<file path="config.mk">
export PLATFORM = sky130hd
export DESIGN_NAME = sysclk_and_powerdown_ctrl
export DESIGN_NICKNAME = d
export VERILOG_FILES = /design/src/core/sysclk_pkg.sv /design/src/core/sync2.sv /design/src/core/chan_power_scale.sv /design/src/core/sysclk_and_powerdown_ctrl.sv
export SDC_FILE = /design/constraint.sdc
export NUM_CORES = 1
export LEC_CHECK = 0
export BUFFER_PORTS_ARGS = -buffer_cell sky130_fd_sc_hd__buf_2
export CAP_MARGIN = 20
export CORE_MARGIN = 5
export CORE_UTILIZATION = 55
export CTS_CLUSTER_SIZE = 30
export DETAILED_ROUTE_END_ITERATION = 6
export PLACE_DENSITY = 0.75
export SYNTH_ARGS = -nofsm -noshare
export SYNTH_HDL_FRONTEND = slang
export SYNTH_SLANG_ARGS = --single-unit
</file>
<file path="constraint.sdc">
create_clock -name clk -period 2.4 [get_ports clk]
set_clock_uncertainty 0.2 [all_clocks]
set_input_delay 0.36 -clock clk [delete_from_list [all_inputs] [get_ports clk]]
set_output_delay 0.36 -clock clk [all_outputs]
set_load 0.01 [all_outputs]
</file>
<file path="src/core/sysclk_pkg.sv">
// Constants shared by the system clock and power-down control block.
// Assumes a single clock domain; all fields sit in 24-bit or 8-bit registers.
package sysclk_pkg;
  // Register addresses seen on the serial port
  localparam logic [4:0] addr_chan_select = 5'h00;
  localparam logic [4:0] addr_global_fr1 = 5'h01;
  localparam logic [4:0] addr_chan_function = 5'h03;
  // Register widths in bits
  localparam logic [4:0] len_chan_select = 5'h08;
  localparam logic [4:0] len_wide_reg = 5'h18;
  // Channel select fields
  localparam int chan0_enable_bit = 6;
  localparam int chan1_enable_bit = 7;
  // Global register fields
  localparam int vco_gain_bit = 23;
  localparam int mult_msb = 22;
  localparam int mult_lsb = 18;
  localparam int pump_msb = 17;
  localparam int pump_lsb = 16;
  localparam int clkin_pd_bit = 7;
  localparam int full_pd_sel_bit = 6;
  // Channel register fields
  localparam int dac_scale_msb = 9;
  localparam int dac_scale_lsb = 8;
  localparam int dac_pd_bit = 7;
  localparam int digital_pd_bit = 6;
  // Multiplier range
  localparam logic [4:0] mult_min = 5'h04;
  localparam logic [4:0] mult_max = 5'h14;
  localparam logic [4:0] mult_bypass = 5'h01;
  // DAC scale codes
  localparam logic [1:0] scale_full = 2'h3;
  localparam logic [1:0] scale_half = 2'h1;
  localparam logic [1:0] scale_quarter = 2'h2;
  localparam logic [1:0] scale_eighth = 2'h0;
  // Charge pump code for the default current
  localparam logic [1:0] pump_default = 2'h0;
  // Reset values
  localparam logic [7:0] chan_select_reset = 8'hc0;
  localparam logic [23:0] global_fr1_reset = 24'h000000;
  localparam logic [23:0] chan_function_reset = 24'h000300;
  // Serial instruction fields
  localparam int instr_read_bit = 7;
  localparam logic [4:0] instr_last_bit = 5'h07;
  typedef enum logic [1:0] {st_instr, st_data, st_skip} spi_state_type;
endpackage

</file>
<file path="src/core/sync2.sv">
// Two flip-flop synchroniser for asynchronous pins.
// Assumes inputs may change at any time relative to clk.
`timescale 1ns/1ns
`default_nettype none
module sync2 #(
  parameter int width = 1
) (
  input wire logic clk,
  input wire logic rstn,
  input wire logic ce,
  input wire logic [width-1:0] d,
  output logic [width-1:0] q
);
  logic [width-1:0] meta_q;

  always_ff @(posedge clk or negedge rstn) begin
    if (!rstn) begin
      meta_q <= '0;
      q <= '0;
    end else if (ce) begin
      meta_q <= d;
      q <= meta_q;
    end
  end
endmodule
`default_nettype wire

</file>
<file path="src/core/chan_power_scale.sv">
// Per-channel DAC scale decode and power-down resolution.
// Assumes the external power-down level is already synchronised.
`timescale 1ns/1ns
`default_nettype none
module chan_power_scale (
  input wire logic clk,
  input wire logic rstn,
  input wire logic ce,
  input wire logic [23:0] chan_function,
  input wire logic ext_pd,
  input wire logic full_pd,
  output logic [1:0] dac_atten_q,
  output logic dac_pd_q,
  output logic digital_pd_q
);
  logic [1:0] scale_code;

  assign scale_code = chan_function[sysclk_pkg::dac_scale_msb:sysclk_pkg::dac_scale_lsb];

  // Attenuation as a right shift of the full-scale current
  always_ff @(posedge clk or negedge rstn) begin
    if (!rstn) begin
      dac_atten_q <= 2'h0;
    end else if (ce) begin
      case (scale_code)
        sysclk_pkg::scale_full: dac_atten_q <= 2'h0;
        sysclk_pkg::scale_half: dac_atten_q <= 2'h1;
        sysclk_pkg::scale_quarter: dac_atten_q <= 2'h2;
        default: dac_atten_q <= 2'h3;
      endcase
    end
  end

  // Pin wins over the channel bits; one means powered down
  always_ff @(posedge clk or negedge rstn) begin
    if (!rstn) begin
      dac_pd_q <= 1'b0;
      digital_pd_q <= 1'b0;
    end else if (ce) begin
      if (ext_pd) begin
        dac_pd_q <= full_pd;
        digital_pd_q <= 1'b1;
      end else begin
        dac_pd_q <= chan_function[sysclk_pkg::dac_pd_bit];
        digital_pd_q <= chan_function[sysclk_pkg::digital_pd_bit];
      end
    end
  end
endmodule
`default_nettype wire

</file>
<file path="src/core/sysclk_and_powerdown_ctrl.sv">
// System clock source selection, PLL control, DAC scaling and power-down.
// Assumes a slow serial port (sclk well below clk/4) and async pins.
`timescale 1ns/1ns
`default_nettype none
// What this block does
// - Multiplier held in global bits 22:18
// - Factor 4..20 enables PLL multiplication
// - Other factors bypass PLL, factor one
// - PLL range 100-500 MHz; VCO gain bit
// - VCO gain resets to low range
// - Charge pump resets to 75 uA
// - Mode pin picks buffer or crystal oscillator
// - Channel bits 9:8 scale DAC current
// - Channel bits 7:6 are software power-downs
// - Pin high ignores software power-down bits
// - Pin high, bit 6 clear: fast recovery
// - Pin high, bit 6 set: full power-down
// - Bypassed multiplier keeps PLL shut down
// - Pin low lets software bits govern
// - Power-down controls: one means low power
// - Channel register lives at address 0x03
module sysclk_and_powerdown_ctrl (
  input wire logic clk,
  input wire logic rstn,
  input wire logic ce,
  input wire logic sclk,
  input wire logic cs_n,
  input wire logic sdi,
  output logic sdo_q,
  output logic sdo_oe_n,
  input wire logic clk_mode_sel,
  input wire logic external_powerdown_pin,
  output logic pll_enable_q,
  output logic pll_powered_q,
  output logic [4:0] clk_factor_q,
  output logic vco_gain_high_q,
  output logic [1:0] charge_pump_q,
  output logic xtal_osc_enable_q,
  output logic ref_buffer_enable_q,
  output logic clk_input_pd_q,
  output logic fast_recovery_pd_q,
  output logic full_pd_q,
  output logic [1:0] dac0_atten_q,
  output logic dac0_pd_q,
  output logic digital0_pd_q,
  output logic [1:0] dac1_atten_q,
  output logic dac1_pd_q,
  output logic digital1_pd_q
);
  logic [4:0] pins_s;
  logic sclk_s;
  logic cs_n_s;
  logic sdi_s;
  logic mode_s;
  logic ext_pd_s;
  logic sclk_prev_q;
  logic sclk_rise;
  logic sclk_fall;
  sysclk_pkg::spi_state_type state_q;
  logic [4:0] bit_cnt_q;
  logic [4:0] len_q;
  logic [4:0] addr_q;
  logic read_q;
  logic [23:0] in_sr_q;
  logic [23:0] out_sr_q;
  logic [23:0] in_next;
  logic [7:0] chan_select_q;
  logic [23:0] global_fr1_q;
  logic [23:0] chan_function_q [2];
  logic [4:0] mult;
  logic mult_in_range;
  logic full_sel;

  sync2 #(.width(5)) pin_sync (
    .clk(clk),
    .rstn(rstn),
    .ce(ce),
    .d({sclk, cs_n, sdi, clk_mode_sel, external_powerdown_pin}),
    .q(pins_s)
  );

  assign sclk_s = pins_s[4];
  assign cs_n_s = pins_s[3];
  assign sdi_s = pins_s[2];
  assign mode_s = pins_s[1];
  assign ext_pd_s = pins_s[0];
  assign sclk_rise = sclk_s & ~sclk_prev_q;
  assign sclk_fall = ~sclk_s & sclk_prev_q;
  assign in_next = {in_sr_q[22:0], sdi_s};

  always_ff @(posedge clk or negedge rstn) begin
    if (!rstn) begin
      sclk_prev_q <= 1'b0;
    end else if (ce) begin
      sclk_prev_q <= sclk_s;
    end
  end

  // Serial frame sequencing: instruction byte, then register data
  always_ff @(posedge clk or negedge rstn) begin
    if (!rstn) begin
      state_q <= sysclk_pkg::st_instr;
      bit_cnt_q <= 5'h00;
      len_q <= sysclk_pkg::len_chan_select;
      addr_q <= 5'h00;
      read_q <= 1'b0;
      in_sr_q <= 24'h000000;
    end else if (ce) begin
      if (cs_n_s) begin
        state_q <= sysclk_pkg::st_instr;
        bit_cnt_q <= 5'h00;
      end else if (sclk_rise) begin
        in_sr_q <= in_next;
        bit_cnt_q <= bit_cnt_q + 5'h01;
        case (state_q)
          sysclk_pkg::st_instr: begin
            if (bit_cnt_q == sysclk_pkg::instr_last_bit) begin
              bit_cnt_q <= 5'h00;
              addr_q <= in_next[4:0];
              read_q <= in_next[sysclk_pkg::instr_read_bit];
              if (in_next[4:0] == sysclk_pkg::addr_chan_select) begin
                len_q <= sysclk_pkg::len_chan_select;
                state_q <= sysclk_pkg::st_data;
              end else if (in_next[4:0] == sysclk_pkg::addr_global_fr1) begin
                len_q <= sysclk_pkg::len_wide_reg;
                state_q <= sysclk_pkg::st_data;
              end else if (in_next[4:0] == sysclk_pkg::addr_chan_function) begin
                len_q <= sysclk_pkg::len_wide_reg;
                state_q <= sysclk_pkg::st_data;
              end else begin
                state_q <= sysclk_pkg::st_skip;
              end
            end
          end
          sysclk_pkg::st_data: begin
            if (bit_cnt_q == len_q - 5'h01) begin
              state_q <= sysclk_pkg::st_skip;
            end
          end
          default: begin
            bit_cnt_q <= 5'h00;
          end
        endcase
      end
    end
  end

  logic write_done;
  assign write_done = !cs_n_s && sclk_rise && state_q == sysclk_pkg::st_data
    && !read_q && bit_cnt_q == len_q - 5'h01;

  // Register writes
  always_ff @(posedge clk or negedge rstn) begin
    if (!rstn) begin
      chan_select_q <= sysclk_pkg::chan_select_reset;
      global_fr1_q <= sysclk_pkg::global_fr1_reset;
      chan_function_q[0] <= sysclk_pkg::chan_function_reset;
      chan_function_q[1] <= sysclk_pkg::chan_function_reset;
    end else if (ce && write_done) begin
      if (addr_q == sysclk_pkg::addr_chan_select) begin
        chan_select_q <= in_next[7:0];
      end else if (addr_q == sysclk_pkg::addr_global_fr1) begin
        global_fr1_q <= in_next;
      end else if (addr_q == sysclk_pkg::addr_chan_function) begin
        if (chan_select_q[sysclk_pkg::chan0_enable_bit]) begin
          chan_function_q[0] <= in_next;
        end
        if (chan_select_q[sysclk_pkg::chan1_enable_bit]) begin
          chan_function_q[1] <= in_next;
        end
      end
    end
  end

  // Output enable: on from a read instruction until deselect
  always_ff @(posedge clk or negedge rstn) begin
    if (!rstn) begin
      sdo_oe_n <= 1'b1;
    end else if (ce) begin
      if (cs_n_s) begin
        sdo_oe_n <= 1'b1;
      end else if (sclk_rise && state_q == sysclk_pkg::st_instr
          && bit_cnt_q == sysclk_pkg::instr_last_bit) begin
        sdo_oe_n <= ~in_next[sysclk_pkg::instr_read_bit];
      end
    end
  end

  // Read data: loaded after the instruction, shifted on falling sclk
  // Cleared on load so a read of an unmapped address shows zero
  always_ff @(posedge clk or negedge rstn) begin
    if (!rstn) begin
      out_sr_q <= 24'h000000;
      sdo_q <= 1'b0;
    end else if (ce) begin
      if (!cs_n_s && sclk_rise && state_q == sysclk_pkg::st_instr
          && bit_cnt_q == sysclk_pkg::instr_last_bit) begin
        sdo_q <= 1'b0;
        if (in_next[4:0] == sysclk_pkg::addr_chan_select) begin
          out_sr_q <= {chan_select_q, 16'h0000};
        end else if (in_next[4:0] == sysclk_pkg::addr_global_fr1) begin
          out_sr_q <= global_fr1_q;
        end else if (in_next[4:0] == sysclk_pkg::addr_chan_function) begin
          out_sr_q <= chan_select_q[sysclk_pkg::chan0_enable_bit] ? chan_function_q[0]
            : chan_function_q[1];
        end else begin
          out_sr_q <= 24'h000000;
        end
      end else if (!cs_n_s && sclk_fall && state_q == sysclk_pkg::st_data && read_q) begin
        sdo_q <= out_sr_q[23];
        out_sr_q <= {out_sr_q[22:0], 1'b0};
      end
    end
  end

  // Clock source and PLL decode
  assign mult = global_fr1_q[sysclk_pkg::mult_msb:sysclk_pkg::mult_lsb];
  assign mult_in_range = mult >= sysclk_pkg::mult_min && mult <= sysclk_pkg::mult_max;
  assign full_sel = global_fr1_q[sysclk_pkg::full_pd_sel_bit];

  // Multiplier factor; out-of-range values give a unit factor
  always_ff @(posedge clk or negedge rstn) begin
    if (!rstn) begin
      pll_enable_q <= 1'b0;
      clk_factor_q <= sysclk_pkg::mult_bypass;
    end else if (ce) begin
      pll_enable_q <= mult_in_range;
      clk_factor_q <= mult_in_range ? mult : sysclk_pkg::mult_bypass;
    end
  end

  // PLL off when bypassed or in full power-down
  always_ff @(posedge clk or negedge rstn) begin
    if (!rstn) begin
      pll_powered_q <= 1'b0;
    end else if (ce) begin
      pll_powered_q <= mult_in_range && !(ext_pd_s && full_sel);
    end
  end

  // Loop settings passed straight through; range match is software's duty
  always_ff @(posedge clk or negedge rstn) begin
    if (!rstn) begin
      vco_gain_high_q <= 1'b0;
      charge_pump_q <= sysclk_pkg::pump_default;
    end else if (ce) begin
      vco_gain_high_q <= global_fr1_q[sysclk_pkg::vco_gain_bit];
      charge_pump_q <= global_fr1_q[sysclk_pkg::pump_msb:sysclk_pkg::pump_lsb];
    end
  end

  // Reference input path: buffer or crystal oscillator
  always_ff @(posedge clk or negedge rstn) begin
    if (!rstn) begin
      xtal_osc_enable_q <= 1'b0;
      ref_buffer_enable_q <= 1'b1;
    end else if (ce) begin
      xtal_osc_enable_q <= mode_s && !(ext_pd_s && full_sel);
      ref_buffer_enable_q <= !mode_s && !(ext_pd_s && full_sel);
    end
  end

  // Global power-down; the pin overrides the software bit
  always_ff @(posedge clk or negedge rstn) begin
    if (!rstn) begin
      clk_input_pd_q <= 1'b0;
      fast_recovery_pd_q <= 1'b0;
      full_pd_q <= 1'b0;
    end else if (ce) begin
      fast_recovery_pd_q <= ext_pd_s && !full_sel;
      full_pd_q <= ext_pd_s && full_sel;
      if (ext_pd_s) begin
        clk_input_pd_q <= full_sel;
      end else begin
        clk_input_pd_q <= global_fr1_q[sysclk_pkg::clkin_pd_bit];
      end
    end
  end

  chan_power_scale chan0 (
    .clk(clk),
    .rstn(rstn),
    .ce(ce),
    .chan_function(chan_function_q[0]),
    .ext_pd(ext_pd_s),
    .full_pd(full_sel),
    .dac_atten_q(dac0_atten_q),
    .dac_pd_q(dac0_pd_q),
    .digital_pd_q(digital0_pd_q)
  );

  chan_power_scale chan1 (
    .clk(clk),
    .rstn(rstn),
    .ce(ce),
    .chan_function(chan_function_q[1]),
    .ext_pd(ext_pd_s),
    .full_pd(full_sel),
    .dac_atten_q(dac1_atten_q),
    .dac_pd_q(dac1_pd_q),
    .digital_pd_q(digital1_pd_q)
  );
endmodule
`default_nettype wire

</file>
==> results of run 1 <==
==> critical path: cells and delay by family, from the launching register on <==
family / cells / cell delay [ns]
buf+inv: 1 / 0.19
mux: 1 / 0.36
flops: 1 / 0.38
simple gates: 3 / 1.07
==> flip-flops by register name (all words and copies together) (netlist names), 2 cells and up <==
signal / cells
state_q: 2
addr_q: 5
out_sr_q: 24
pin_sync.q: 5
clk_factor_q: 5
chan0.dac_atten_q: 2
chan_select_q: 8
bit_cnt_q: 5
charge_pump_q: 2
global_fr1_q: 24
in_sr_q: 23
chan_function_q: 48
pin_sync.meta_q: 5
chan1.dac_atten_q: 2
==> power groups by stage <==
stage	clock network (uW)	registers (uW)	logic, uW
2_1_floorplan	0	3300	609
3_3_place_gp	0	3400	843
3_5_place_dp	0	3410	861
4_1_cts	2780	3350	878
5_1_grt	2910	3380	978
6_report	2750	3360	884
==> synthesized netlist by cell type (all sizes together) (2+ instances only) <==
cell     number  share of area
clkbuf       30          0.020
nor3         32          0.021
nor2b         3         0.0024
nor4b         2         0.0038
and3          2         0.0016
dfrtp       168           0.53
buf          21          0.021
o22ai         4         0.0031
or3           4         0.0031
o21ai        21          0.013
a21oi         9         0.0057
or2           3         0.0024
a22o          2         0.0022
a31oi        24          0.019
a211o         8         0.0088
nand3b        2         0.0019
mux2        130           0.18
dfstp         9          0.030
o2111ai      16          0.018
mux2i        21          0.026
nor2         12         0.0057
nor4          2         0.0035
and2          2         0.0016
o311ai        2         0.0022
nand3        18          0.013
inv          21         0.0099
nand2        51          0.024
==> worst paths after layout <==
path                                         start                  end  depth (start not counted)
worst max register to register              read_q      global_fr1_q[1]                          5
worst max-delay path                        read_q      global_fr1_q[1]                          5
max in group asynchronous                     rstn  chan_function_q[33]                          3
worst min-delay path                            ce           state_q[1]                          2
min in group asynchronous                     rstn  chan_function_q[36]                          2
worst min register to register  pin_sync.meta_q[0]        pin_sync.q[0]                          2
==> cells by family (layout without fill, tap and decap cells) <==
logic type               Yosys count  count (layout)  synth area share
flip-flops                       177             177             0.558
multiplexers                     151             151             0.211
AND/OR/NAND/NOR                  141             141            0.0933
AO/OA/AOI/OAI                     96              96            0.0831
buffers and inverters             72             131            0.0510
XOR/XNOR                           2               2           0.00220
adder cells (fa/ha/maj)            1               1           0.00157
==> metrics by stage <==
stage / setup TNS [ns] / total power, uW / setup slack, ns / cell area [sq um] / cells
after global routing: 0 / 7270 / 0.0101 / 9110 / 883
final: 0 / 6990 / 0.0745 / 9110 / 883
after floorplan: 0 / 3910 / 0.0813 / 7950 / 640
after detailed placement: -0.249 / 4270 / -0.0240 / 8410 / 844
after CTS: -0.0734 / 7010 / -0.0168 / 9070 / 882
after global placement: 0 / 4240 / 0.0500 / 8410 / 844
==> routing by layer <==
layer  up-vias  wire (microns)
li1       2407               -
met1      2701            7880
met2       111            8380
met3        32             662
met4         0             401
met5         -               0
==> final cells by class <==
type	instances	share of cell area
repair buffers	78	0.0663
inverters	21	0.00865
clock buffers	20	0.0501
well taps	184	0.0253
multi-input cells	391	0.348
flip-flops and latches	177	0.487
clock inverters	12	0.0146
==> timing repair <==
action | 4_1_cts | 5_1_grt
setup buffers | 0 | 1
resized for setup | 2 | 7
hold buffers | 6 | 0
endpoints found under the hold margin | 59 | 0
endpoints found under the setup margin | 42 | 60
pin swaps | 0 | 3
==> summary.txt, run 1 <==
# port buffers - 32
fin nets - 695
gr ovfl total - 0
final WL - 17.3 mm
commonest non-fill, non-tap cell in the layout - dfrtp_1
Post-synth top flop - dfrtp_1
clock slew at reported path FFs - 0.07 ns
internal power - 5070 uW
Yosys cell types - 62
number of global-route vias before repair - 5,372
max incr delay on CP - 0.57 ns
Sequential cell area - 4440 sq um
vias per cell - 5.95
met3 Use GR - 0.0499
antenna cells - 0
dpl hpwl - 11.4 mm
CTS Root Cell - clkbuf_16
H-tree Lvls - 4
Clock power frac - 0.394
Core Area - 14,400 sq um
Die X - 130 microns
min Tclk post-route - 2.33 ns
crit path DAT - 2.44 ns
Slowest-stage cell, CP - or4_4
Synth Area per Inst - 12.4 sq um
crit end category - flop
YS warnings - 0
RSZ-0062 raised after global routing - false
# IOs - 33
commonest cells after routing, fill and taps aside - dfrtp_1 (168), mux2_2 (125), nand2_1 (51)
Global Route met1 Usage - 0.300
number of clock sinks - 177
Multi-input gate area - 3170 sq um
Seq pwr share - 0.480
fillers - 1,065
Setup CP Type - flop to flop
required time worst endpoint - 2.51 ns
Post-Syn Area - 7950 sq um
busiest grt layer - met2
pin slew with the least headroom to its limit - 0.815 ns
routed len/inst - 19.6 microns
Psw - 1930 uW
total track usage - 0.218
first-pass GRT wire length - 28.6 mm
Pre-antenna DRT Iters - 5
DIE AREA - 17,000 sq um
max-cap violations - 0
number of CTS-inserted buffers - 17
Lkg Pwr - 0.00425 uW
EDFF count, synth - 0
hold violation total from the final report - 0
register area share after synthesis - 0.558
Die H - 130 microns
final worst path period share - 0.969
Sw Ratio - 0.276
startpoint types - flop
Vias - 5,251
Slew headroom - 0.450
fin. max-slew vios - 0
Yosys reg bits - 177
cell count after synthesis - 640
status - finished, final reports clean
worst min path class - primary input to flop
share of cells above drive strength 1 - 0.362
Syn Nets - 649
crit path cell chain - or4_4, nor4_4, and4b_2, buf_8, mux2_2
Max Clk Rate - 430 MHz
Comb power frac - 0.126
fin util - 0.634
initial antenna violation count - 0
Antenna Violating Nets Remaining - 0
RePlAce Congestion - 0.830
Finish-stage setup viols - 0
clk buf depth - 2
pwr/cell area - 768 nW/um^2
TritonCTS clock tree - yes
DRC viols - 0
worst-case hold slack - 0.0286 ns
num rows - 44
largest net degree at the start of global routing - 62
CP max FO - 14
asr flop ratio synth - 1.00
GRT met2 Usage - 0.337
peak supply drop - 0.486 mV
R2R Setup Slk - 0.07 ns
Clock Latency Late Sink - 0.43 ns
Starting Density - 0.553
area delta synth->final - 14.5%
Initial DRC Count - 448
No activity file was read; power rests on OpenSTA's default activity.
==> run 2: changes to the inputs <==
--- a/config.mk
+++ b/config.mk
@@ -8,10 +8,11 @@
 export BUFFER_PORTS_ARGS = -buffer_cell sky130_fd_sc_hd__buf_2
 export CAP_MARGIN = 20
 export CORE_MARGIN = 5
-export CORE_UTILIZATION = 55
+export CORE_UTILIZATION = 56
+export CTS_BUF_LIST = sky130_fd_sc_hd__clkbuf_4 sky130_fd_sc_hd__clkbuf_8
 export CTS_CLUSTER_SIZE = 30
 export DETAILED_ROUTE_END_ITERATION = 6
-export PLACE_DENSITY = 0.75
+export PLACE_DENSITY = 0.76
 export SYNTH_ARGS = -nofsm -noshare
 export SYNTH_HDL_FRONTEND = slang
 export SYNTH_SLANG_ARGS = --single-unit
==> run 2 against run 1 <==
Fmax shrank 1.2%. Die area down 1.6%. Sequential share of layout area is 1.1 points higher. Final cell count is 0.91% lower. Power decreased by 8.9%. Non-clock buffer count is 4 lower. First-iteration DRC count grew 19%. Worst hold slack gained 0.19 ns. Via count decreased by 0.74%. Critical path type unchanged. Critical endpoint is now global_fr1_q[7]. Highest routed layer unchanged.
==> summary.txt, run 2 (synthesized netlist as in run 1, its figures left out) <==
status - finished, final reports clean (unchanged)
routed len/inst - 18.8 microns (was 19.6 microns)
worst min path class - primary input to async pin (was primary input to flop)
Pre-antenna DRT Iters - 5 (unchanged)
fin util - 0.642 (was 0.634)
Vias - 5,212 (was 5,251)
TritonCTS clock tree - yes (unchanged)
Slew headroom - 0.568 (was 0.450)
RSZ-0062 raised after global routing - true (was false)
fin nets - 691 (was 695)
design area - 8910 sq um (was 9110 sq um)
number of global-route vias before repair - 5,382 (was 5,372)
dpl hpwl - 10.9 mm (was 11.4 mm)
pwr/cell area - 715 nW/um^2 (was 768 nW/um^2)
Initial DRC Count - 532 (was 448)
Die H - 129 microns (was 130 microns)
min Tclk post-route - 2.35 ns (was 2.33 ns)
Max Clk Rate - 425 MHz (was 430 MHz)
hold violation total from the final report - 0 (unchanged)
CP max FO - 24 (was 14)
Starting Density - 0.573 (was 0.553)
initial antenna violation count - 0 (unchanged)
fin. max-slew vios - 0 (unchanged)
number of clock sinks - 177 (unchanged)
Top reg by flops - chan_function_q (unchanged)
RePlAce Congestion - 0.884 (was 0.830)
required time worst endpoint - 2.55 ns (was 2.51 ns)
H-tree Lvls - 4 (unchanged)
antenna cells - 0 (unchanged)
R2R Setup Slk - 0.05 ns (was 0.07 ns)
met3 Use GR - 0.0379 (was 0.0499)
clock slew at reported path FFs - 0.09 ns (was 0.07 ns)
area delta synth->final - 12.0% (was 14.5%)
max-cap violations - 0 (unchanged)
commonest non-fill, non-tap cell in the layout - dfrtp_1 (unchanged)
Post-CTS Setup Bufs - 0 (unchanged)
clk buf depth - 2 (unchanged)
final worst path period share - 0.980 (was 0.969)
# IOs - 33 (unchanged)
# port buffers - 32 (unchanged)
startpoint types - flop (unchanged)
Lkg Pwr - 0.00417 uW (was 0.00425 uW)
share of cells above drive strength 1 - 0.354 (was 0.362)
CTS Root Cell - clkbuf_8 (was clkbuf_16)
Core Area - 13,900 sq um (was 14,400 sq um)
Clock Latency Late Sink - 0.47 ns (was 0.43 ns)
Die X - 129 microns (was 130 microns)
Cell Area, Placed - 8400 sq um (was 8410 sq um)
first-pass GRT wire length - 28.4 mm (was 28.6 mm)
busiest grt layer - met2 (unchanged)
pin slew with the least headroom to its limit - 0.639 ns (was 0.815 ns)
Global Route met1 Usage - 0.298 (was 0.300)
Antenna Violating Nets Remaining - 0 (unchanged)
gr ovfl total - 0 (unchanged)
GRT met2 Usage - 0.340 (was 0.337)
number of CTS-inserted buffers - 17 (unchanged)
crit end category - flop (unchanged)
DIE AREA - 16,700 sq um (was 17,000 sq um)
number of flip-flops in the largest register - 48 (unchanged)
overall power - 6370 uW (was 6990 uW)
Finish-stage setup viols - 0 (unchanged)
commonest cells after routing, fill and taps aside - dfrtp_1 (168), mux2_2 (124), nand2_1 (51) (was dfrtp_1 (168), mux2_2 (125), nand2_1 (51))
DRC viols - 0 (unchanged)
vias per cell - 5.96 (was 5.95)
Total Neg Setup Slack - 0 ns (unchanged)
crit path DAT - 2.51 ns (was 2.44 ns)
final WL - 16.4 mm (was 17.3 mm)
Regs by FF count - chan_function_q (48), global_fr1_q (24), out_sr_q (24) (unchanged)
Setup CP Type - flop to flop (unchanged)
total track usage - 0.217 (was 0.218)
peak supply drop - 0.468 mV (was 0.486 mV)
num rows - 43 (was 44)
largest net degree at the start of global routing - 63 (was 62)
## run 2: area by class of cell
cell class,instances,area [sq um]
fill,1057,4970
sequential,177,4440
multi-input combinational,391,3160
timing repair buffer,74,587
clock buffer,22,284
tap,180,225
clock inverter,10,134
inverter,21,78.8
## run 2: routing by layer
metal  wire length [microns]  vias to the layer above
li1                        -                     2405
met1                    7320                     2666
met2                    8020                      102
met3                     576                       39
met4                     524                        0
met5                       0                        -
## run 2: final timing paths
check	start	to	cells after the start
setup / recovery	read_q	global_fr1_q[7]	5
hold / removal	rstn	global_fr1_q[14]	2
setup reg to reg	read_q	global_fr1_q[7]	5
hold reg to reg	pin_sync.meta_q[2]	pin_sync.q[2]	2
max in group asynchronous	rstn	chan_function_q[19]	3
min in group clk	pin_sync.meta_q[2]	pin_sync.q[2]	2
## run 2: critical path, stage by stage (launching register included)
cell	delay (ns)
dfrtp_1	0.39
or4_4	0.56
nor4_4	0.23
and4b_1	0.28
buf_12	0.21
mux2_2	0.35
## run 2: metrics by stage
stage | std cells | setup WS (ns) | hold WS (ns)
finish | 875 | 0.0473 | 0.221
global route | 875 | -0.0477 | 0.293
CTS | 875 | 0.00467 | 0.238
detailed placement | 836 | 0.00933 | 0.173
global placement | 836 | 0.0991 | 0.160
floorplan | 640 | 0.0813 | -0.136
## run 2: power breakdown
group	leakage (uW)	switching [uW]	internal [uW]
logic	0.00160	540	340
clock network	0.000213	1040	1110
registers	0.00236	210	3130
total	0.00417	1790	4590
## run 2: repair_timing
action                                  in CTS  in global routing
endpoints found under the setup margin       0                 57
hold buffers                                 7                  0
gates resized for setup                      0                  4
hold endpoints to repair                    59                  0
